$ cat src/verilog/relay_pkg.sv
package relay_pkg;

	// ------------------------------------------------------------
	// Modes and configuration
	// ------------------------------------------------------------
	typedef enum logic {
		MODE_LATCH,
		MODE_TOGGLE
	} relay_mode_e;

	// Block inputs from the circuit program, sampled each cycle
	typedef struct packed {
		logic set;
		logic clr;
		logic trig;
	} relay_in_s;

	// Static configuration
	typedef struct packed {
		relay_mode_e mode;
		logic        set_dominant;   // 1: set wins in toggle mode, 0: clear_dominant
		logic        retain;         // 1: state kept over power loss
	} relay_cfg_s;

	// Reset values
	localparam logic STATE_RST = 1'h0;
	localparam logic TRIG_RST  = 1'h0;

endpackage

$ cat src/verilog/set_reset_toggle_relay.sv
`timescale 1ns/1ns
// Contract
// RL1 - Latch: set drives high, reset drives low
// RL2 - Latch: both active forces output low
// RL3 - Latch: both idle holds previous output
// RL4 - Latch retentive: state survives power loss
// RL5 - Toggle: trigger rising edge inverts output
// RL6 - Toggle: trigger ignored while set or reset
// RL7 - Toggle: only set drives output high
// RL8 - Toggle: only reset drives output low
// RL9 - Toggle: selectable reset or set dominance
// RL10 - Toggle both active: dominance decides output
// RL11 - Toggle non-retentive: power loss clears state
// RL12 - Edge by previous sample; reset output zero
module set_reset_toggle_relay (
	input  wire logic                  i_clk,         // Program-cycle clock
	input  wire logic                  i_rst_n,       // Power-on reset, sync, active low
	input  wire logic                  i_power_lost,  // Power loss and restore event pulse
	input  wire relay_pkg::relay_in_s  i_in,          // Set, clear, trigger
	input  wire relay_pkg::relay_cfg_s i_cfg,         // Mode, dominance, retention
	output logic                       o_q            // Relay output
);
	import relay_pkg::*;

	// ------------------------------------------------------------
	// Decoding
	// ------------------------------------------------------------
	// Mode decode shared by the next-state logic and the checks
	function automatic logic in_toggle(input relay_cfg_s cfg_v);
		in_toggle = (cfg_v.mode == MODE_TOGGLE);
	endfunction

	// Either override input active; masks the trigger in toggle mode
	function automatic logic any_override(input relay_in_s in_v);
		any_override = in_v.set | in_v.clr;
	endfunction

	// ------------------------------------------------------------
	// State
	// ------------------------------------------------------------
	logic state;
	logic trig_prev;
	logic next_state;
	logic next_trig_prev;
	logic trig_rise;

	// Rising trigger edge against the previous cycle's sample
	// RL12 edge by sample
	assign trig_rise = i_in.trig & ~trig_prev;

	// Next output and trigger history; priority per cycle is power loss
	// without retention first, then the table of the selected mode. The
	// trigger history always follows the input, so an edge seen during an
	// override is spent and cannot toggle the output later.
	always_comb begin
		next_state     = state;
		next_trig_prev = i_in.trig;
		if (i_power_lost && !i_cfg.retain) begin
			// RL4 RL11 retention choice
			next_state = STATE_RST;
		end else if (!in_toggle(i_cfg)) begin
			// RL1 RL2 RL3 latch table
			if (i_in.clr)
				next_state = 1'h0;
			else if (i_in.set)
				next_state = 1'h1;
		end else begin
			// RL9 RL10 dominance choice
			if (i_in.set && i_in.clr)
				next_state = i_cfg.set_dominant;
			// RL7 set only
			else if (i_in.set)
				next_state = 1'h1;
			// RL8 reset only
			else if (i_in.clr)
				next_state = 1'h0;
			// RL5 RL6 gated toggle
			else if (trig_rise)
				next_state = ~state;
		end
	end

	// Registers
	always_ff @(posedge i_clk) begin
		if (!i_rst_n) begin
			// RL12 reset output zero
			state     <= STATE_RST;
			trig_prev <= TRIG_RST;
		end else begin
			state     <= next_state;
			trig_prev <= next_trig_prev;
		end
	end

	// Output comes straight from the state register
	assign o_q = state;

	// Checks sleep while reset is held; the two reset checks opt out below

	// High once a real trigger sample exists, so edge checks skip reset
	logic live;
	logic next_live;

	// Next value of the check window flag
	always_comb begin
		next_live = 1'h1;
	end

	// Check window register
	always_ff @(posedge i_clk) begin
		if (!i_rst_n)
			live <= 1'h0;
		else
			live <= next_live;
	end
endmodule
$ cat config.mk
export PLATFORM = sky130hd
export DESIGN_NAME = set_reset_toggle_relay
export DESIGN_NICKNAME = d
export VERILOG_FILES = /design/src/verilog/relay_pkg.sv /design/src/verilog/set_reset_toggle_relay.sv
export SDC_FILE = /design/constraint.sdc
export NUM_CORES = 1
export LEC_CHECK = 0
export BUFFER_PORTS_ARGS = -buffer_cell sky130_fd_sc_hd__buf_2
export CAP_MARGIN = 20
export CORE_AREA = 8 8 45 47
export DETAILED_ROUTE_END_ITERATION = 10
export DIE_AREA = 0 0 53 55
export PLACE_DENSITY = 0.38
export SLEW_MARGIN = 10
export SYNTH_ARGS = -nofsm -noshare
export SYNTH_HDL_FRONTEND = slang
export SYNTH_SLANG_ARGS = --single-unit
$ cat constraint.sdc
create_clock -name i_clk -period 1.8 [get_ports i_clk]
set_input_delay 0.27 -clock i_clk [delete_from_list [all_inputs] [get_ports i_clk]]
set_output_delay 0.27 -clock i_clk [all_outputs]
set_load 0.02 [all_outputs]
Yosys cells after proc, flatten, opt, wreduce, memory -nomap -nowiden
Cells that the tools add are included.
{ "classes": {"addsub": 0, "mul": 0, "n_div": 0, "order_cmp": 0, "eq_ne": 0, "shifts": 0, "n_mux": 7, "n_bitwise": 4, "reduce_logical": 7} }
{ "op_table": {"columns": ["operator", "count"], "rows": [
  ["1-bit two-way mux", 7],
  ["4-bit nonzero test", 1],
  ["1-bit inverter", 3],
  ["3-bit nonzero test", 1],
  ["1-bit logical AND", 2],
  ["2-bit AND reduction", 1],
  ["2-bit OR reduction", 1],
  ["1-bit bitwise AND", 1],
  ["1-bit zero test", 1]
]} }
{ "totals": {"ff_bits": 2, "latch_bits": 0, "mem_bits_rw": 0, "mem_bits_ro": 0, "in_bits": 9, "output_inout_bits": 1, "wordCells": 20, "n_memories": 0} }

Longest topological paths before layout
Gate-level depths: netlist of the first run.
{ "depth": {"ltp_word": 7, "depth_mapped": 3} }

Worst setup path after synthesis of the first run
OpenSTA, ideal clock, no wires.
{ "synth_timing": {"path_type": "flip-flop to flip-flop", "start": "register trig_prev", "end": "register state, in the netlist o_q", "setup_ps": 79, "t_arrival_ps": 765, "slack_ps": 956, "path_stages_with_launch": 4, "synth_period_minus_slack_ps": 844, "cell_sequence": "dfxtp_1 > nand3b_1 > xor2_1 > a211oi_2"} }
{ "synth_between": {"elab_chain_cells": 4} }
{ "synth_rtl": {"columns": ["element", "line", "rtl"], "rows": [
  ["from (decl)", "set_reset_toggle_relay.sv:42", "logic trig_prev;"],
  ["from (signal assigned)", "set_reset_toggle_relay.sv:91", "trig_prev <= next_trig_prev;"],
  ["1-bit inverter", "set_reset_toggle_relay.sv:49", "assign trig_rise = i_in.trig & ~trig_prev;"],
  ["1-bit bitwise AND", "set_reset_toggle_relay.sv:49", null],
  ["4-bit nonzero test (no source line)", null, null],
  ["2-bit AND reduction (no source line)", null, null],
  ["to (signal assigned)", "set_reset_toggle_relay.sv:90", "state <= next_state;"],
  ["to (decl)", "set_reset_toggle_relay.sv:41", "logic state;"]
]} }
Every way passes these cells.
A chain may end at the register's enable or synchronous reset.

Worst setup path after layout of the first run
{ "layout_timing": {"start": "register state, in the netlist o_q", "end": "output port o_q"} }
{ "layout_lines": {"columns": ["element", "line", "rtl"], "rows": [
  ["to (decl)", "set_reset_toggle_relay.sv:21", "output logic o_q"]
]} }
No word-level cell between the ends.

==> summary.txt, run 1 <==
Synth
  • Primary FF master, synth: dfxtp_1
  • Post-synthesis sequential area ratio: approximately 40%
  • Count leader, synth: inv_1
  • Post-synth top cells: inv_1 (3), dfxtp_1 (2)
  • Cell taking the most area after synthesis: dfxtp_1
  • YS warnings: 0
  • Synthesized area: a little under 100 µm²
  • Synth Area in Simple Gates: approximately 14%
  • Avg Inst Size Synth: 8.87 µm²
  • Largest family of logic cells by synthesized area: compound AO/OA/AOI/OAI gates
  • Post-synth EDFFs: 0
  • Mapped Nets: 20
  • Syn Inst Count: 11
  • Post-synthesis adder-cell area fraction: 0%
  • Post-synthesis mux area share: 0%
  • Async SR Flop Fraction: 0%
  • Compound-cell area share of the yosys netlist: roughly 24%
  • Synth Area in XOR/XNOR: 8.97%
  • Top cell type's share of synthesized area: approximately two fifths
  • Synth area leaders: dfxtp_1 (41%), a211oi_2 (13%), inv_1 (12%)
  • Seq cells post-synth: 2
  • Netlist cell types: 8

GRT
  • Number of global-route vias before repair: 150
  • Grt total ovfl: 0
  • M2 GR Usage: 2.93%
  • Largest net degree at the start of global routing: 3
  • Met3 Use GR: around 2.9%
  • GRT busiest layer: met4
  • Gr usage total: 3.22%
  • First-pass GRT wire length: 538 µm
  • Met1 GRT Util: 2.72%
  • Initial antenna violation count: 0

Power and ir drop
  • Logic pwr share: about an eighth
  • Seq pwr share: between 20% and 30%
  • Clock power frac: between 50% and 60%
  • Pint: between 0.0001 and 0.00015 W
  • Sw Ratio: around a fifth
  • Net Sw Power: 0.0000349 W
  • Cell Pwr Density: 901 mW/mm²
  • VDD IR max: between 0.2 and 0.3 mV
  • Leak: about 0.096 nW

Floorplan
  • Num rows: 14
  • Core ar.: 0.00138 mm²
  • # IOs: 10
  • Starting Density: under 10%
  • Die ar.: just under 0.003 mm²
  • Die H: between 50 and 60 µm
  • Die Wd: approximately 53 µm

Placement
  • Placed cell count: 36
  • Post-place setup slack: just over 0.9 ns
  • Final Wtd Congestion: 0.636
  • Dpl hpwl: 283 µm
  • Port buffer count: 9

Clock tree
  • Postcts setup bufs: 0
  • # hold bufs at CTS: 0
  • Later-pin clock latency in the skew report: 0.22 ns
  • Clk sink count: 2
  • Clock tree buffer depth: 2
  • Clock-pin slew on the worst setup and hold paths: 0.03 ns
  • CTS tree: yes
  • Resized Gates After CTS: 0
  • CTS root buf: clkbuf_4
  • Num CTS Buffers: 3
  • CTS H-tree depth: 1

Setup path
  • Slowest CP cell: dfxtp_1
  • Top delay family on crit path: flip-flops
  • Reg-to-reg slack, setup: 0.94 ns
  • Worst-path fanout max: 2
  • Worst EP arrival: 0.73 ns
  • FF-to-FF path depth: 3
  • Critical path class: reg -> out
  • R2R Path End: o_q
  • Startpoint class of the critical path: register
  • WP data required: 1.53 ns
  • Critical path endpoint category: output port
  • Cell Chain, Critical Path: buf_2
  • WP buf/inv: 1
  • FF-to-FF Start: trig_prev
  • Max stage delay on crit path: ~0.33 ns

Timing
  • Final Hold Viols: 0
  • Final WS setup: approximately 0.8 ns
  • Fin Setup TNS: 0 ns
  • Setup violations, final: 0
  • Tmin final: between 0.9 and 1 ns
  • Peak Freq: approximately 1 GHz
  • Clk_skew: 0.00143 ns
  • Worst-Margin Slew: just over 0.2 ns
  • RSZ-0062 raised after global routing: false
  • Max-slew headroom: roughly 86%
  • Tcrit/Tclk final: 55.4%
  • Slew Limit Fails: 0

Final layout
  • # diodes: 0
  • Area Overhead vs Synth: 89.7%
  • Layout Nets: 34
  • Share of cells above drive strength 1: between 50% and 60%
  • Post-route non-filler standard cell count: 39

Hold path
  • End of the worst hold path: trig_prev
  • Hold Path Origin: i_rst_n
  • Worst Hold Class: in -> reg
  • Hold Crit Depth: 2

Detailed routing
  • Via count: approximately 120
  • Residual DRC: 0
  • 1st-pass router iterations: 3
  • Routed vias/inst: slightly below 3
  • DR iter-0 viols: 3
  • WL/cell: between 8 and 9 µm
  • Drt total wl: between 300 and 400 µm
  • Remaining antenna violation count: 0

Status
  • Status: finished clean

Run
  • Max cap viols: 0
==> worst max-delay path by stage <==
stage,startpoint,to,slack (ns),cells after the start
5_1_grt,o_q,o_q,0.75,1
6_report,o_q,o_q,0.80,1
4_1_cts,o_q,o_q,0.78,1
2_1_floorplan,trig_prev,o_q,0.96,3
3_5_place_dp,i_cfg[2],o_q,0.91,4
3_3_place_gp,i_cfg[2],o_q,0.90,4
==> flip-flops by register name, indices dropped and copies added, names as in the netlist <==
name / cells
o_q: 1
trig_prev: 1
==> layout make-up <==
cell class | instances | area, µm²
Clock buffer | 3 | 22.5
Fill cell | 155 | 1200
Inverter | 3 | 11.3
Multi-Input combinational cell | 6 | 46.3
Sequential cell | 2 | 40.0
Tap cell | 16 | 20.0
Timing Repair Buffer | 9 | 45.0
==> layer usage <==
| layer | part of all wire (%) | wire length, µm | vias to the layer above |
|---|---|---|---|
| li1 | - | - | 60 |
| met1 | 53 | 169 | 46 |
| met2 | 36 | 114 | 10 |
| met3 | 12 | 37 | 0 |
| met4 | 0 | 0 | 0 |
| met5 | 0 | 0 | - |
==> power groups by stage <==
stage | registers (W) | logic, W | clock network (W)
after detailed placement | 0.0000488 | 0.0000217 | 0
after global placement | 0.0000490 | 0.0000217 | 0
after global routing | 0.0000484 | 0.0000236 | 0.000110
after floorplan | 0.0000504 | 0.00000799 | 0
final | 0.0000482 | 0.0000212 | 0.0000975
after CTS | 0.0000482 | 0.0000217 | 0.000105
==> cell usage in the layout (no fill, tap or decap) <==
master    synthesis  routed
inv_1             3       3
dfxtp_1           2       2
nand3b_1          1       1
o21ai_0           1       1
xor2_1            1       1
clkbuf_4          0       3
and2_1            1       1
a211oi_2          1       1
a31oi_1           1       1
buf_2             0       9
==> through the flow <==
stage | util, % | hold slack (ns) | total power (W) | instance area (µm²)
floorplan | - | 0.392 | 0.0000584 | 97.6
global placement | 11.8 | 0.497 | 0.0000707 | 163
detailed placement | 11.8 | 0.496 | 0.0000705 | 163
CTS | 13.4 | 0.261 | 0.000175 | 185
global route | 13.4 | 0.279 | 0.000182 | 185
finish | 13.4 | 0.266 | 0.000167 | 185
==> kinds of logic after synthesis <==
| group | Yosys count |
|---|---|
| AOI/OAI and AO/OA | 3 |
| buffers and inverters | 3 |
| DFF | 2 |
| and+or+nand+nor | 2 |
| xor gates and xnor gates | 1 |
No activity file was read; power rests on OpenSTA's default activity.
==> run 2, diff against run 1 <==
==> constraint.sdc (replaced) <==
create_clock -name i_clk -period 0.8 [get_ports i_clk]
set_input_delay 0.12 -clock i_clk [delete_from_list [all_inputs] [get_ports i_clk]]
set_output_delay 0.12 -clock i_clk [all_outputs]
set_load 0.02 [all_outputs]
==> run 2 against run 1 <==
The flow now finishes with violations (setup timing). Clock-buffer cell count stayed put. Sequential share of layout area is 0.19 points lower. Utilization is 0.54 points higher. Cell area is 4.1% higher. Critical path depth is 2 higher.
==> summary.txt, run 2 (synthesis results as in run 1) <==
Timing
  • Tcrit/Tclk final: 104%
  • Peak Freq: around 1.2 GHz
  • Worst-Margin Slew: 0.258 ns (+0.0509 ns)
  • Max-slew headroom: 82.6% (-3.4 points)
  • Clk_skew: 0.00353 ns (+0.00211 ns)
  • Final WS setup: -0.0329 ns (-0.835 ns)
  • Tmin final: 0.833 ns
  • Final Hold Viols: 0 (unchanged)
  • Setup violations, final: 1 (+1)
  • RSZ-0062 raised after global routing: true
  • Slew Limit Fails: 0 (unchanged)

Setup path
  • Crit path capture: o_q
  • WP data required: 0.94 ns (-0.59 ns)
  • Worst EP arrival: 0.97 ns (+0.24 ns)
  • Critical path endpoint category: register
  • FF-to-FF path depth: 3 (unchanged)
  • Worst-path fanout max: 1 (-1)
  • Critical path class: reg -> reg
  • FF-to-FF Start: trig_prev
  • Startpoint class of the critical path: register
  • Reg-to-reg slack, setup: -0.03 ns (-0.97 ns)
  • R2R Path End: o_q
  • Crit path from: trig_prev

Detailed routing
  • Remaining antenna violation count: 0 (unchanged)
  • Met3 WL: 68 µm (+84%)
  • Drt total wl: 321 µm (+0.31%)
  • Metal-1 WL: 186 µm (+10%)
  • Via count: 109 (-6.0%)
  • WL/cell: 8.23 µm (+0.31%)
  • 1st-pass router iterations: 1 (-2)
  • DR iter-0 viols: 0 (-3)
  • DR WL met2: 67 µm (-41%)
  • Max layer used: met3
  • Residual DRC: 0 (unchanged)
  • Routed vias/inst: 2.79 (-6.0%)

Run
  • Max cap viols: 0 (unchanged)

Power and ir drop
  • Leak: 0.0972 nW (+1.4%)
  • Power consumption: 0.000382 W (+130%)
  • Cell Pwr Density: 1980 mW/mm² (+120%)
  • VDD IR max: 0.311 mV (+14%)

GRT
  • Number of global-route vias before repair: 141 (-6.0%)
  • Largest net degree at the start of global routing: 3 (unchanged)
  • Initial antenna violation count: 0 (unchanged)
  • First-pass GRT wire length: 545 µm (+1.3%)
  • Grt total ovfl: 0 (unchanged)
  • Gr usage total: 3.17% (-0.053 points)

Clock tree
  • Clock-pin slew on the worst setup and hold paths: 0.03 ns (about the same)
  • CTS root buf: clkbuf_4
  • CTS H-tree depth: 1 (unchanged)
  • Later-pin clock latency in the skew report: 0.22 ns (about the same)
  • Num CTS Buffers: 3 (unchanged)
  • Clk sink count: 2 (unchanged)
  • Clock tree buffer depth: 2 (unchanged)
  • CTS tree: yes

Status
  • Status: finished, violations left
  • Failing checks: setup timing

Floorplan
  • Die ar.: 0.00292 mm² (unchanged)
  • Num rows: 14 (unchanged)
  • # IOs: 10 (unchanged)
  • Die H: 55 µm (unchanged)
  • Die Wd: 53 µm (unchanged)
  • Core ar.: 0.00138 mm² (unchanged)
  • Starting Density: 7.05% (unchanged)

Placement
  • Port buffer count: 9 (unchanged)
  • Final Wtd Congestion: 0.588 (-7.4%)

Final layout
  • # fillers: 163 (+5.2%)
  • Finished Core Util: 13.9% (+0.54 points)
  • # diodes: 0 (unchanged)
  • Most frequent cells in the layout: buf_2 (8), inv_1 (3), clkbuf_4 (3)
  • Area Overhead vs Synth: 97.4%
  • Most common cell after layout, fill and taps aside: buf_2
  • Layout Nets: 34 (unchanged)
  • Share of cells above drive strength 1: 60.9% (+4.3 points)

Hold path
  • Worst Hold Class: in -> reg
-- run 2: changes by cell type in the layout (fill, tap and decap cells not counted) --
cell,change
buf_2,-1
buf_6,+1
dfxtp_1,-1
dfxtp_2,+1
-- run 2: final cells by class --
| cell class | instances | area, µm² | area share (%) |
|---|---|---|---|
| timing repair buffer | 9 | 51.3 | 26.6 |
| inverter | 3 | 11.3 | 5.84 |
| multi-input combinational | 6 | 46.3 | 24.0 |
| sequential | 2 | 41.3 | 21.4 |
| clock buffer | 3 | 22.5 | 11.7 |
| tap | 16 | 20.0 | 10.4 |
-- run 2: metrics by stage --
stage          instances  hold WS [ns]  setup WS (ns)  instance area (µm²)  setup TNS, ns
3_3_place_gp          36         0.336        -0.0262                  164        -0.0262
3_5_place_dp          36         0.338        -0.0373                  164        -0.0373
6_report              39         0.112        -0.0329                  193        -0.0329
2_1_floorplan         11         0.242       -0.00767                 98.8       -0.00767
4_1_cts               39         0.103        -0.0394                  193        -0.0474
5_1_grt               39         0.111        -0.0881                  193         -0.123
-- run 2: report_power, final --
group          switching (W)  internal (W)  total [W]
combinational      0.0000220     0.0000291  0.0000511
sequential        0.00000300      0.000107   0.000110
clock              0.0000552      0.000165   0.000220
total              0.0000802      0.000301   0.000382
-- run 2: how the worst min path moves through the flow --
stage | start | end | slack [ns] | cells past startpoint
after floorplan | i_rst_n | trig_prev | 0.24 | 1
after global placement | i_rst_n | trig_prev | 0.34 | 2
after detailed placement | i_rst_n | trig_prev | 0.34 | 2
after CTS | i_rst_n | trig_prev | 0.10 | 2
after global routing | i_rst_n | trig_prev | 0.11 | 2
final | i_rst_n | trig_prev | 0.11 | 2
-- run 2: worst max-delay path, stage by stage, from the launching register on --
cell      delay [ns]
dfxtp_1         0.28
nand3b_1        0.15
xor2_1          0.15
a211oi_2        0.17
-- run 2: repair_timing --
action | 4_1_cts | 5_1_grt
hold buffers | 0 | 0
setup buffers | 0 | 0
pin swaps | 0 | 0
endpoints found under the setup margin | 2 | 2
resized for setup | 2 | 0
-- run 2: layer usage --
metal	up-vias	global-route usage, %
met5	-	0
met4	0	5.17
met3	0	4.28
met2	10	1.76
met1	39	3.18
li1	60	-
==> run 3, diff against run 2 <==
--- a/config.mk
+++ b/config.mk
@@ -5,12 +5,12 @@
 export SDC_FILE = /design/constraint.sdc
 export NUM_CORES = 1
 export LEC_CHECK = 0
-export BUFFER_PORTS_ARGS = -buffer_cell sky130_fd_sc_hd__buf_2
 export CAP_MARGIN = 20
 export CORE_AREA = 8 8 45 47
 export DETAILED_ROUTE_END_ITERATION = 10
 export DIE_AREA = 0 0 53 55
-export PLACE_DENSITY = 0.38
+export DONT_BUFFER_PORTS = 1
+export PLACE_DENSITY = 0.31
 export SLEW_MARGIN = 10
 export SYNTH_ARGS = -nofsm -noshare
 export SYNTH_HDL_FRONTEND = slang
==> constraint.sdc (replaced) <==
create_clock -name i_clk -period 1 [get_ports i_clk]
set_input_delay 0.15 -clock i_clk [delete_from_list [all_inputs] [get_ports i_clk]]
set_output_delay 0.15 -clock i_clk [all_outputs]
set_load 0.02 [all_outputs]
==> run 3 against run 2 <==
The flow now finishes without violations. Cell count is 21% lower. Flip-flop and latch count is the same. Die area unchanged. First-iteration DRC count increased by 2. Largest cell class is now multi-input combinational cells. Highest routed layer unchanged.
==> summary.txt, run 3 (synthesis results as in run 1) <==
Setup path
  • Reg-to-reg slack, setup: 0.11 ns (+0.14 ns)
  • FF-to-FF path depth: 3 (unchanged)
  • Worst EP arrival: 1.03 ns (+0.06 ns)
  • Max stage delay on crit path: 0.29 ns (about the same)
  • R2R Path End: o_q
  • Critical path class: reg -> reg
  • FF-to-FF Start: trig_prev
  • Cell Chain, Critical Path: nand3b_1, xor2_1, a211oi_2
  • Slowest CP cell: dfxtp_1
  • WP data required: 1.14 ns (+0.20 ns)
  • Critical path endpoint category: register
  • Worst-path fanout max: 1 (unchanged)
  • Startpoint class of the critical path: register

Power and ir drop
  • Leak: 0.0645 nW (-34%)
  • Clock power frac: 62.0% (+4.2 points)
  • Power consumption: 0.000290 W (-24%)
  • Logic pwr share: 7.9% (-5.5 points)
  • VDD IR max: 0.476 mV (+53%)
  • Cell Pwr Density: 1970 mW/mm² (-0.69%)
  • Net Sw Power: 0.0000616 W (-23%)
  • Pint: 0.000229 W (-24%)
  • Seq pwr share: 30.0% (+1.2 points)
  • Sw Ratio: 21.2% (+0.21 points)

Clock tree
  • CTS H-tree depth: 1 (unchanged)
  • Postcts setup bufs: 0 (unchanged)
  • CTS root buf: clkbuf_4
  • # hold bufs at CTS: 0 (unchanged)
  • Clock-pin slew on the worst setup and hold paths: 0.03 ns (about the same)
  • CTS tree: yes
  • Resized Gates After CTS: 0 (-2)
  • Clock tree buffer depth: 2 (unchanged)
  • Num CTS Buffers: 3 (unchanged)
  • Later-pin clock latency in the skew report: 0.23 ns (about the same)
  • Clk sink count: 2 (unchanged)

Detailed routing
  • Via count: 92 (-16%)
  • Routed vias/inst: 2.97 (+6.2%)
  • Residual DRC: 0 (unchanged)
  • Remaining antenna violation count: 0 (unchanged)
  • DR iter-0 viols: 2 (+2)
  • WL/cell: 10.3 µm (+25%)
  • 1st-pass router iterations: 2 (+1)
  • Drt total wl: 319 µm (-0.62%)

Floorplan
  • Die ar.: 0.00292 mm² (unchanged)
  • Die Wd: 53 µm (unchanged)
  • Die H: 55 µm (unchanged)
  • Starting Density: 7.05% (unchanged)
  • Core ar.: 0.00138 mm² (unchanged)
  • Num rows: 14 (unchanged)
  • # IOs: 10 (unchanged)

GRT
  • Largest net degree at the start of global routing: 3 (unchanged)
  • Initial antenna violation count: 0 (unchanged)
  • Gr usage total: 2.78% (-0.38 points)
  • Number of global-route vias before repair: 128 (-9.2%)
  • Grt total ovfl: 0 (unchanged)
  • First-pass GRT wire length: 496 µm (-9.0%)

Run
  • Max cap viols: 0 (unchanged)

Final layout
  • Layout Nets: 26 (-24%)
  • Share of cells above drive strength 1: 33.3% (-28 points)
  • # diodes: 0 (unchanged)
  • Area Overhead vs Synth: 51.3%
  • Most frequent cells in the layout: inv_1 (3), clkbuf_4 (3), dfxtp_1 (2)

Timing
  • Worst-Margin Slew: 0.191 ns (-0.0665 ns)
  • Clk_skew: 0.00459 ns (+0.00105 ns)
  • Hold Slack: 0.0560 ns (-0.0559 ns)
  • Fin Setup TNS: 0 ns (+0.0329 ns)
  • Peak Freq: 1.12 GHz (-6.3%)
  • Slew Limit Fails: 0 (unchanged)
  • Final Hold Viols: 0 (unchanged)
  • RSZ-0062 raised after global routing: false
  • Tmin final: 0.889 ns (+0.0562 ns)
  • Tcrit/Tclk final: 88.9% (-15 points)
  • Max-slew headroom: 87.1% (+4.5 points)
  • Setup violations, final: 0 (-1)

Hold path
  • Hold Crit Depth: 1 (-1)
  • End of the worst hold path: trig_prev
  • Worst Hold Class: in -> reg
  • Hold Path Origin: i_rst_n

Placement
  • Final Wtd Congestion: 0.521 (-12%)
  • Port buffer count: 0 (-9)

Status
  • Status: finished clean
[run 3: layout make-up]
cell class | instances | area [µm²]
Timing Repair Buffer | 1 | 7.51
Clock buffer | 3 | 22.5
Tap cell | 16 | 20.0
Sequential cell | 2 | 40.0
Multi-Input combinational cell | 6 | 46.3
Inverter | 3 | 11.3
Fill cell | 160 | 1240
[run 3: per-stage QoR]
step / cells / setup WS [ns] / area, µm² / util, %
final: 31 / 0.111 / 148 / 10.7
after global routing: 31 / 0.0602 / 148 / 10.7
after CTS: 31 / 0.100 / 148 / 10.7
after detailed placement: 28 / 0.121 / 125 / 9.04
after global placement: 28 / 0.149 / 125 / 9.04
after floorplan: 11 / 0.156 / 97.6 / -
[run 3: power by group through the flow]
stage | logic [W] | clock network, W | registers (W)
floorplan | 0.0000144 | 0 | 0.0000907
global placement | 0.0000224 | 0 | 0.0000879
detailed placement | 0.0000235 | 0 | 0.0000880
CTS | 0.0000234 | 0.000196 | 0.0000872
global route | 0.0000251 | 0.000198 | 0.0000875
finish | 0.0000230 | 0.000180 | 0.0000872
[run 3: metal layers]
layer  global-route usage [%]  up-vias  share of wire, %
met4                     5.17        0                 0
met2                     2.34       10                34
li1                         -       44                 -
met5                        0        -                 0
met3                     2.41        0                19
met1                     2.73       38                47
[run 3: worst max-delay path by stage]
stage               endpoint  startpoint  depth (start not counted)
global route             o_q   trig_prev                          3
finish                   o_q   trig_prev                          3
detailed placement       o_q   trig_prev                          3
floorplan                o_q   trig_prev                          3
global placement         o_q   trig_prev                          3
CTS                      o_q   trig_prev                          3
[run 3: critical path, delay by kind of cell, from the launching register on]
family / cells / cell delay, ns
AND/OR/NAND/NOR: 1 / 0.16
XOR/XNOR: 1 / 0.16
AO/OA/AOI/OAI: 1 / 0.20
flip-flops: 1 / 0.29
